**src/hw/dcmp_defines.svh**
```systemverilog
// Register offsets, field positions, reset values for the comparator block
`ifndef DCMP_DEFINES_SVH
`define DCMP_DEFINES_SVH
`define DCMP_ADR_W 5
`define DCMP_OFF_CTRL 5'h00
`define DCMP_OFF_REQ2 5'h04
`define DCMP_OFF_EN2 5'h08
`define DCMP_OFF_INTC 5'h0c
`define DCMP_OFF_DIR 5'h10
`define DCMP_OFF_CONV1 5'h14
`define DCMP_OFF_PORT 5'h18
`define DCMP_BIT_RES2 7
`define DCMP_BIT_RES1 6
`define DCMP_BIT_INV2 5
`define DCMP_BIT_INV1 4
`define DCMP_BIT_CIS 3
`define DCMP_BIT_FLAG 6
`define DCMP_BIT_COMPARATOR_IRQ_ENABLE 6
`define DCMP_BIT_GIE 7
`define DCMP_BIT_PERIPHERAL_IRQ_ENABLE 6
`define DCMP_MODE_OFF 3'h7
`define DCMP_MODE_FOUR 3'h6
`define DCMP_CTRL_RST 6'h07
`define DCMP_DIR_RST 6'h3f
`define DCMP_PCFG_RST 4'h0
`endif

```
**src/hw/dcmp_pkg.sv**
```systemverilog
// Types shared by the comparator block
package dcmp_pkg;
   typedef struct packed {
      logic inv2;
      logic inv1;
      logic input_switch_select;
      logic [2:0] mode;
   } dcmp_ctrl_type;
   typedef struct packed {
      logic pos_from_ref;
      logic neg_from_ref_pins;
      logic [1:0] cmp_on;
   } dcmp_amux_type;
endpackage

```
**src/hw/dcmp_core.sv**
```systemverilog
// Comparator digital side: results, pin routing, change flag, Wishbone registers
// Contract
// - Positive below negative gives low result.
// - Internal reference feeds positive inputs, mode 110.
// - Both results readable, read-only, in control.
// - Routing sends raw results straight to pins.
// - Direction bits still enable routed pin drivers.
// - Per-comparator inversion bits at 5 and 4.
// - Flag sets on any result change.
// - Flag sticky; software writes one to set.
// - Interrupt needs three enables; flag sets regardless.
// - Change during control read may lose flag.
// - Any control access clears the mismatch.
// - Persisting mismatch keeps setting the flag.
// - Comparators run in sleep, interrupt wakes.
// - Mode 111 switches both comparators off.
// - Waking leaves control register unchanged.
// - Reset loads control with mode all-off.
// - Shared pins reset analog, set by config.
// - Port read gives zero for analog pins.
// - Mode field selects one of eight configurations.
// - Input switch picks negative input sources in mode 110.
//
// Register access over Wishbone and the register offsets were decided locally.
`timescale 1ns/1ps
`include "dcmp_defines.svh"
module dcmp_core
   import dcmp_pkg::*;
#(
   parameter logic [7:0] MODE_ON1 = 8'h7f,
   parameter logic [7:0] MODE_ON2 = 8'h7f,
   parameter logic [7:0] MODE_ROUTE = 8'h00
) (
   input wire logic mclk,
   input wire logic rst,
   input wire logic wb_cyc_i,
   input wire logic wb_stb_i,
   input wire logic wb_we_i,
   input wire logic [`DCMP_ADR_W-1:0] wb_adr_i,
   input wire logic [3:0] wb_sel_i,
   input wire logic [31:0] wb_dat_i,
   output logic [31:0] wb_dat_o,
   output logic wb_ack_o,
   input wire logic [1:0] cmp_above,
   input wire logic [5:0] port_pin_in,
   output logic first_output_pin,
   output logic first_output_pin_oe,
   output logic second_output_pin,
   output logic second_output_pin_oe,
   output dcmp_amux_type amux,
   output logic [3:0] pin_analog,
   output logic irq,
   output logic wake
);
   ////////////////////////////////////////////////////////////////////////////
   // Mode 111 must stay off in any mapping
   if (MODE_ON1[7] || MODE_ON2[7] || MODE_ROUTE[7]) begin : g_chk
      $error("mode 111 must leave both comparators off");
   end

   dcmp_ctrl_type ctrl_r;
   logic [1:0] above_s1_r, above_s2_r;
   logic [1:0] seen_r;
   logic flag_r, comparator_irq_enable_r, gie_r, peripheral_irq_enable_r;
   logic [5:0] dir_r;
   logic [3:0] pcfg_r;
   logic [5:0] pin_s1_r, pin_s2_r;
   logic ack_r;
   logic [31:0] rdat_r;
   logic [1:0] age_r;
   logic req, acc, wr, rd, ctrl_acc, ctrl_rd;
   logic [1:0] on, res, raw_res, mism;
   logic [31:0] rdat_nxt;

   // Comparator result: high when positive above negative, then inverted
   function automatic logic [1:0] cmp_res(input logic [1:0] above, input dcmp_ctrl_type c,
                                          input logic [1:0] en);
      cmp_res = (above ^ {c.inv2, c.inv1}) & en;
   endfunction

   ////////////////////////////////////////////////////////////////////////////
   // Bus decode; an access takes effect at the edge that sees ack high
   assign req = wb_cyc_i & wb_stb_i;
   assign acc = req & ack_r;
   assign wr = acc & wb_we_i & wb_sel_i[0];
   assign rd = acc & ~wb_we_i;
   assign ctrl_acc = acc & (wb_adr_i == `DCMP_OFF_CTRL);
   assign ctrl_rd = ctrl_acc & ~wb_we_i;
   assign wb_ack_o = ack_r;
   assign wb_dat_o = rdat_r;

   // Ack one cycle after the request, dropped the cycle after
   always_ff @(posedge mclk or posedge rst) begin
      if (rst) begin
         ack_r <= 1'b0;
      end else begin
         ack_r <= req & ~ack_r;
      end
   end

   // Comparator enables from the configurable mode mapping
   assign on = {MODE_ON2[ctrl_r.mode], MODE_ON1[ctrl_r.mode]};

   // Analog input steering seen by the front end
   always_comb begin
      amux.cmp_on = on;
      amux.pos_from_ref = (ctrl_r.mode == `DCMP_MODE_FOUR);
      amux.neg_from_ref_pins = (ctrl_r.mode == `DCMP_MODE_FOUR) & ctrl_r.input_switch_select;
   end

   ////////////////////////////////////////////////////////////////////////////
   // Two-flop synchroniser for the comparator relations
   always_ff @(posedge mclk or posedge rst) begin
      if (rst) begin
         above_s1_r <= 2'h0;
         above_s2_r <= 2'h0;
      end else begin
         above_s1_r <= cmp_above;
         above_s2_r <= above_s1_r;
      end
   end

   // Two-flop synchroniser for the port pin levels
   always_ff @(posedge mclk or posedge rst) begin
      if (rst) begin
         pin_s1_r <= 6'h00;
         pin_s2_r <= 6'h00;
      end else begin
         pin_s1_r <= port_pin_in;
         pin_s2_r <= pin_s1_r;
      end
   end

   assign res = cmp_res(above_s2_r, ctrl_r, on);
   assign raw_res = cmp_res(cmp_above, ctrl_r, on);

   // Routed pins carry the unsynchronised result
   assign first_output_pin = MODE_ROUTE[ctrl_r.mode] & raw_res[0];
   assign second_output_pin = MODE_ROUTE[ctrl_r.mode] & raw_res[1];
   // Direction bit low means driver on, only while the pin is routed
   assign first_output_pin_oe = MODE_ROUTE[ctrl_r.mode] & ~dir_r[4];
   assign second_output_pin_oe = MODE_ROUTE[ctrl_r.mode] & ~dir_r[5];

   ////////////////////////////////////////////////////////////////////////////
   // Control register; sleep has no effect on it
   always_ff @(posedge mclk or posedge rst) begin
      if (rst) begin
         ctrl_r <= `DCMP_CTRL_RST;
      end else if (wr && wb_adr_i == `DCMP_OFF_CTRL) begin
         ctrl_r <= wb_dat_i[5:0];
      end
   end

   // Result copy taken at every control access
   always_ff @(posedge mclk or posedge rst) begin
      if (rst) begin
         seen_r <= 2'h0;
      end else if (ctrl_acc) begin
         seen_r <= res;
      end
   end

   assign mism = res ^ seen_r;

   // Change flag: set wins over clear; a control read in that cycle drops it
   always_ff @(posedge mclk or posedge rst) begin
      if (rst) begin
         flag_r <= 1'b0;
      end else if ((|mism) && !ctrl_rd) begin
         flag_r <= 1'b1;
      end else if (wr && wb_adr_i == `DCMP_OFF_REQ2) begin
         flag_r <= wb_dat_i[`DCMP_BIT_FLAG];
      end
   end

   // Comparator interrupt enable
   always_ff @(posedge mclk or posedge rst) begin
      if (rst) begin
         comparator_irq_enable_r <= 1'b0;
      end else if (wr && wb_adr_i == `DCMP_OFF_EN2) begin
         comparator_irq_enable_r <= wb_dat_i[`DCMP_BIT_COMPARATOR_IRQ_ENABLE];
      end
   end

   // Global and peripheral interrupt enables
   always_ff @(posedge mclk or posedge rst) begin
      if (rst) begin
         gie_r <= 1'b0;
         peripheral_irq_enable_r <= 1'b0;
      end else if (wr && wb_adr_i == `DCMP_OFF_INTC) begin
         gie_r <= wb_dat_i[`DCMP_BIT_GIE];
         peripheral_irq_enable_r <= wb_dat_i[`DCMP_BIT_PERIPHERAL_IRQ_ENABLE];
      end
   end

   // Port direction; a set bit makes the pin an input
   always_ff @(posedge mclk or posedge rst) begin
      if (rst) begin
         dir_r <= `DCMP_DIR_RST;
      end else if (wr && wb_adr_i == `DCMP_OFF_DIR) begin
         dir_r <= wb_dat_i[5:0];
      end
   end

   // Pin configuration; every shared pin analog after reset
   always_ff @(posedge mclk or posedge rst) begin
      if (rst) begin
         pcfg_r <= `DCMP_PCFG_RST;
      end else if (wr && wb_adr_i == `DCMP_OFF_CONV1) begin
         pcfg_r <= wb_dat_i[3:0];
      end
   end

   // Clear config bit means analog pin
   assign pin_analog = ~pcfg_r;
   assign irq = flag_r & comparator_irq_enable_r & peripheral_irq_enable_r & gie_r;
   assign wake = flag_r & comparator_irq_enable_r;

   ////////////////////////////////////////////////////////////////////////////
   // Read data mux; unmapped offsets read zero
   always_comb begin
      rdat_nxt = 32'h0;
      case (wb_adr_i)
         `DCMP_OFF_CTRL: rdat_nxt[7:0] = {res, ctrl_r};
         `DCMP_OFF_REQ2: rdat_nxt[`DCMP_BIT_FLAG] = flag_r;
         `DCMP_OFF_EN2: rdat_nxt[`DCMP_BIT_COMPARATOR_IRQ_ENABLE] = comparator_irq_enable_r;
         `DCMP_OFF_INTC: rdat_nxt[7:6] = {gie_r, peripheral_irq_enable_r};
         `DCMP_OFF_DIR: rdat_nxt[5:0] = dir_r;
         `DCMP_OFF_CONV1: rdat_nxt[3:0] = pcfg_r;
         `DCMP_OFF_PORT: rdat_nxt[5:0] = pin_s2_r & {2'h3, ~pin_analog};
         default: rdat_nxt = 32'h0;
      endcase
   end

   // Read data captured with the ack
   always_ff @(posedge mclk or posedge rst) begin
      if (rst) begin
         rdat_r <= 32'h0;
      end else if (req && !ack_r) begin
         rdat_r <= rdat_nxt;
      end
   end

   // Edges since reset, saturating; the sync checks wait for a full pipe
   always_ff @(posedge mclk or posedge rst) begin
      if (rst) begin
         age_r <= 2'h0;
      end else if (age_r != 2'h3) begin
         age_r <= age_r + 2'h1;
      end
   end
endmodule

```
**config.mk**
```make
export PLATFORM = sky130hd
export DESIGN_NAME = dcmp_core
export DESIGN_NICKNAME = d
export VERILOG_FILES = /design/src/hw/dcmp_pkg.sv /design/src/hw/dcmp_core.sv
export VERILOG_INCLUDE_DIRS = /design/src /design/src/hw
export SDC_FILE = /design/constraint.sdc
export NUM_CORES = 1
export LEC_CHECK = 0
export BUFFER_PORTS_ARGS = -buffer_cell sky130_fd_sc_hd__buf_2
export CAP_MARGIN = 25
export CORE_MARGIN = 8
export CORE_UTILIZATION = 50
export DETAILED_ROUTE_END_ITERATION = 10
export GPL_TIMING_DRIVEN = 0
export PLACE_DENSITY = 0.85
export SETUP_SLACK_MARGIN = 0.15
export SKIP_CTS_REPAIR_TIMING = 1
export SKIP_LAST_GASP = 1
export SYNTH_ARGS = -nofsm -noshare
export SYNTH_HDL_FRONTEND = slang
export SYNTH_SLANG_ARGS = --single-unit
export TNS_END_PERCENT = 20
```
**constraint.sdc**
```tcl
create_clock -name mclk -period 2.9 [get_ports mclk]
set_input_delay 0.145 -clock mclk [delete_from_list [all_inputs] [get_ports mclk]]
set_output_delay 0.145 -clock mclk [all_outputs]
set_load 0.02 [all_outputs]
```
---- Word level (Yosys, flattened, before mapping) ----
Memories as Yosys holds them, arrays and structs flattened.
Cells that the tools add are included.
storage, ports and cells
  flip-flop bits (word level) ............. 47
  ROM bits ................................ 16
  input port bits ......................... 54
  output and inout port bits .............. 47
  logic and storage cells ................. 75
  memories ................................ 2
memories
  memory           words  width  read ports  clocked after Yosys merged registers in  wr ports  line              RTL
  (no name shown)  8      1      1           0                                        0         dcmp_core.sv:142  assign second_output_pin_oe = MODE_ROUTE[ctrl_r.mode] & ~dir_r[5];
  (no name shown)  8      1      1           0                                        0         dcmp_core.sv:102  assign on = {MODE_ON2[ctrl_r.mode], MODE_ON1[ctrl_r.mode]};
cells by class
  $lt $le $gt $ge ......................... 1
  equality and inequality tests ........... 7
  muxes and demuxes ....................... 8
  bitwise logic cells ..................... 27
  reduce and logical (&&, ||, !) cells .... 13
operators by type and width
  operator                                             count
  case mux 4 bit (4 select lines)                      1
  bitwise AND 1 bit                                    15
  equality test 5 bit, second input constant           3
  equality test 5 x 4 -> 1 bit, second input constant  2
  logical AND 1 bit                                    8
  NOT 4 bit                                            2
  bitwise AND 6 bit                                    1
  case mux 2 bit (3 select lines)                      1
  bitwise XOR 2 bit                                    3
  equality test 5 x 3 -> 1 bit, second input constant  1
  zero test 5 bit                                      1
  bitwise AND 2 bit                                    2
  < comparator 3 x 4 -> 1 bit, second input constant   1
  2-to-1 mux 1 bit                                     4
  NOT 1 bit                                            4
  case mux 1 bit (4 select lines)                      1
  equality test 3 bit, second input constant           1
  zero test 1 bit                                      2
  case mux 1 bit (2 select lines)                      1
  nonzero test 2 bit                                   1
  OR reduction 2 bit                                   1

---- Logic depth before layout (Yosys ltp) ----
  depth in word-level cells ............... 7
  gate-level depth with buffers ........... 5
  mapped depth without buffers ............ 4

---- Worst setup path before layout ----
OpenSTA, ideal clock, no wires.
  path kind ............................... register -> register
  start point ............................. reg ack_r, in the netlist wb_ack_o
  end point ............................... reg comparator_irq_enable_r
  arrival ................................. 1675 ps
  data required time ...................... 2775 ps
  setup slack ............................. 1101 ps
  cell stages (with the launch flop) ...... 5
  path buffers ............................ 0
  path through ............................ dfrtp_1 > nand3_1 > or2_2 > nor4_1 > mux2_2
on the way
  word-level cells in the longest chain between the ends .. 4
RTL lines
  element                             line              RTL
  start: declaration                  dcmp_core.sv:68   logic ack_r;
  start signal: assignment            dcmp_core.sv:97   ack_r <= req & ~ack_r;
  bitwise AND 1 bit                   dcmp_core.sv:84   assign acc = req & ack_r;
  bitwise AND 1 bit (2 in series)     dcmp_core.sv:85   assign wr = acc & wb_we_i & wb_sel_i[0];
  logical AND 1 bit (no source line)  n/a
  end signal: assignment              dcmp_core.sv:181  comparator_irq_enable_r <= wb_dat_i[`DCMP_BIT_COMPARATOR_IRQ_ENABLE];
  end: declaration                    dcmp_core.sv:64   logic flag_r, comparator_irq_enable_r, gie_r, peripheral_irq_enable_r;
Every way passes these cells.
A chain may end at the register's enable or synchronous reset.

---- Worst setup path after layout ----
Ends and elaborated chain as after synthesis.

==> results by group <==
Outcome
  – Outcome: complete, no violations

Setup path
  – Reg-to-reg endpoint: comparator_irq_enable_r$_DFFE_PP0P_
  – Worst Path Max Fanout: 6
  – Flop2flop setup slack: approximately 990 ps
  – Worst reg2reg path startpoint: wb_ack_o$_DFF_PP0_
  – R2R cell count: 4
  – CP arrival: 2090 ps
  – Worst EP required: 3090 ps
  – Endpoint class of the critical path: flip-flop
  – CP startpoint kind: flip-flop
  – Worst setup path category: flip-flop to flip-flop

STA
  – Final Hold Fails: 0
  – Unrepaired setup endpoints after global routing: false
  – Slew Limit Fails: 0
  – Rel. slew slack: a little under three fifths
  – Sum Neg Setup Slack: 0 ps
  – Worst Skew: 7.62 ps
  – Final setup viols: 0
  – Final WS setup: 993 ps
  – Worst Max-Slew Pin Slew: approximately 650 ps
  – F_max: 524 MHz
  – Period utilization: 65.8%
  – Post-layout min period: 1910 ps

Synth
  – Mapped Cells: 194
  – Yosys reg bits: 47
  – Yosys warns: 0
  – Post-Syn Area: 2260 µm²
  – Part of the Yosys area used for sequential elements: 52.5%
  – Avg Inst Size Synth: approximately 12 µm²
  – Synth unique cells: 36

Final layout
  – Post-layout net count: ~340
  – Commonest non-fill, non-tap cell in the layout: buf_2
  – Area grow syn2layout: 26.9%
  – Filler cell count: 333
  – Layout Cells excl Fill: approximately 340
  – Most frequent cells in the layout: 46 x buf_2, 38 x dfrtp_1, 29 x buf_4
  – Ant. Diodes: 0
  – Fraction of final layout cells with drive strength greater than 1: 44.5%

Placement
  – Final HPWL DP: 3680 µm
  – Port Buffer Count: 44
  – Placed Instances: 318
  – Routability congestion estimate: 0.847
  – Placement Setup Slack: between 1000 and 1500 ps

Floorplan
  – Die area: 6930 µm²
  – I/O pin cnt: 101
  – Initial Util: 52.0%
  – Die Height: approximately 83 µm
  – Core Footprint: between 4000 and 5000 µm²
  – Die W: 83.3 µm
  – # rows: 24

Clock tree
  – Clock Sinks: 47
  – Worst-path clk slew: 80 ps
  – CTS tree: done
  – TritonCTS buffer count: 5
  – CTS Buffer Depth: 2
  – H-tree depth: 2
  – Clock latency on the worst-skew pair: roughly 300 ps
  – Root buf cell: clkbuf_8

Detailed routing
  – Pre-antenna DRT Iters: 4
  – Post-route DRC: 0
  – Post-Route WL: between 4000 and 5000 µm
  – Routed vias/inst: approximately 4.8
  – Antenna-violating nets left: 0
  – Vias: between 1500 and 2000
  – Detailed-route wire length per cell: about 14 µm
  – Initial detailed-routing violation count: 114

Min path
  – Worst min path class: input pin to flip-flop
  – Hold Startpoint: wb_dat_i[4]
  – Hold Crit Depth: 2
  – Hold endpoint: ctrl_r[4]$_DFFE_PP0P_

Power and ir drop
  – Int Pwr: slightly above 1 mW
  – Maximum VDD drop: 0.396 mV
  – Sw power: 0.323 mW
  – Sw Share: 24.3%
  – Clk pwr share: 35.6%
  – Sequential share of power: 51.5%
  – Lkg Pwr: approximately 1.5 nW
  – Comb power frac: around an eighth
  – Power per cell area: 463 nW/µm²

GRT
  – Largest net degree at the start of global routing: 47
  – Vias in the first global route: 1653
  – Initial antenna violation count: 0
  – Total congestion overflow: 0
  – GR Util All Layers: about 14%
  – First-pass GRT wire length: 7820 µm

Flow run
  – Maxcap violations: 0
per-stage QoR:
step / area (µm²) / power [mW] / utilization, % / hold WS (ps)
6_report: 2870 / 1.33 / 65.9 / 83.9
5_1_grt: 2870 / 1.38 / 65.9 / 78.2
4_1_cts: 2780 / 1.33 / 63.9 / -329
3_5_place_dp: 2670 / 0.857 / 61.3 / 2.75
3_3_place_gp: 2650 / 0.850 / 60.8 / 253
2_1_floorplan: 2360 / 0.813 / - / 176
layout make-up:
class	count	area [µm²]	share of cell area [%]
buffer	34	246	8.58
clock buffer	5	68.8	2.40
clock inverter	3	43.8	1.53
inverter	8	30.0	1.05
multi-input combinational	132	900	31.3
sequential	47	1190	41.4
tap	52	65.1	2.27
timing repair buffer	54	330	11.5
per-layer routing:
layer / GRT usage, % / vias up / routed length (µm)
met4: 3.83 / 0 / 40
met3: 6.54 / 4 / 495
met1: 15.3 / 752 / 1950
met2: 22.3 / 66 / 2300
met5: 0 / - / 0
li1: - / 784 / -
critical path, stage by stage (launching register included):
cell and delay (ps):
dfrtp_1 360, nand3_1 230, or2_2 460, nor4_1 350, mux2_2 380
cells by family after synthesis:
logic type	count (synthesis)	synth area share (%)
DFF	47	52.5
other	1	0.166
muxes	26	13.8
buffers and inverters	42	12.2
xor gates and xnor gates	2	0.774
AOI/OAI and AO/OA	27	7.80
and+or+nand+nor	49	12.8
registers in the layout (all words and copies together), names as in the netlist:
signal and flops:
wb_dat_o 8, ctrl_r 6, dir_r 6, pin_s1_r 6, pin_s2_r 6, pcfg_r 4
above_s1_r 2, above_s2_r 2, seen_r 2, comparator_irq_enable_r 1, flag_r 1, gie_r 1
peripheral_irq_enable_r 1, wb_ack_o 1
worst max-delay path by stage:
stage / end / from / cells after the start / slack [ps]
after floorplan: comparator_irq_enable_r$_DFFE_PP0P_ / wb_ack_o$_DFF_PP0_ / 4 / 1100
after global placement: dir_r[5]$_DFFE_PP1P_ / wb_ack_o$_DFF_PP0_ / 4 / 1090
after detailed placement: comparator_irq_enable_r$_DFFE_PP0P_ / wb_ack_o$_DFF_PP0_ / 4 / 1000
after CTS: comparator_irq_enable_r$_DFFE_PP0P_ / wb_ack_o$_DFF_PP0_ / 4 / 1000
after global routing: comparator_irq_enable_r$_DFFE_PP0P_ / wb_ack_o$_DFF_PP0_ / 4 / 900
final: comparator_irq_enable_r$_DFFE_PP0P_ / wb_ack_o$_DFF_PP0_ / 4 / 990
power by group through the flow:
stage / clock, mW / sequential [mW] / combinational, mW
floorplan: 0 / 0.698 / 0.115
global placement: 0 / 0.695 / 0.154
detailed placement: 0 / 0.696 / 0.161
CTS: 0.481 / 0.684 / 0.161
global route: 0.508 / 0.686 / 0.189
finish: 0.473 / 0.684 / 0.172
synth_stat cells:
cell	number	share of area, %
dfrtp_1	38	42
buf_4	29	9.6
mux2_2	17	8.5
nand2_1	13	2.2
dfstp_2	9	10
inv_1	8	1.3
a21oi_1	7	1.5
nor2_1	7	1.2
o21ai_0	7	1.5
mux2_4	6	4.0
or3_1	6	1.7
a21o_1	4	1.3
a221oi_1	4	1.5
nor4_1	4	1.1
and3_1	3	0.83
mux2i_1	3	1.3
o31ai_1	3	1.0
and2_1	2	0.55
buf_2	2	0.44
clkbuf_1	2	0.33
nand3_1	2	0.44
nor2b_1	2	0.55
or2_2	2	0.55
xnor2_1	2	0.77
a32oi_1	1	0.39
a41o_1	1	0.44
buf_6	1	0.50
conb_1	1	0.17
nand3b_1	1	0.33
nor2_2	1	0.28
nor2_8	1	0.88
nor3_1	1	0.22
nor3_2	1	0.44
nor3_4	1	0.72
or2_4	1	0.39
or4_4	1	0.50
No activity file was read; power rests on OpenSTA's default activity.
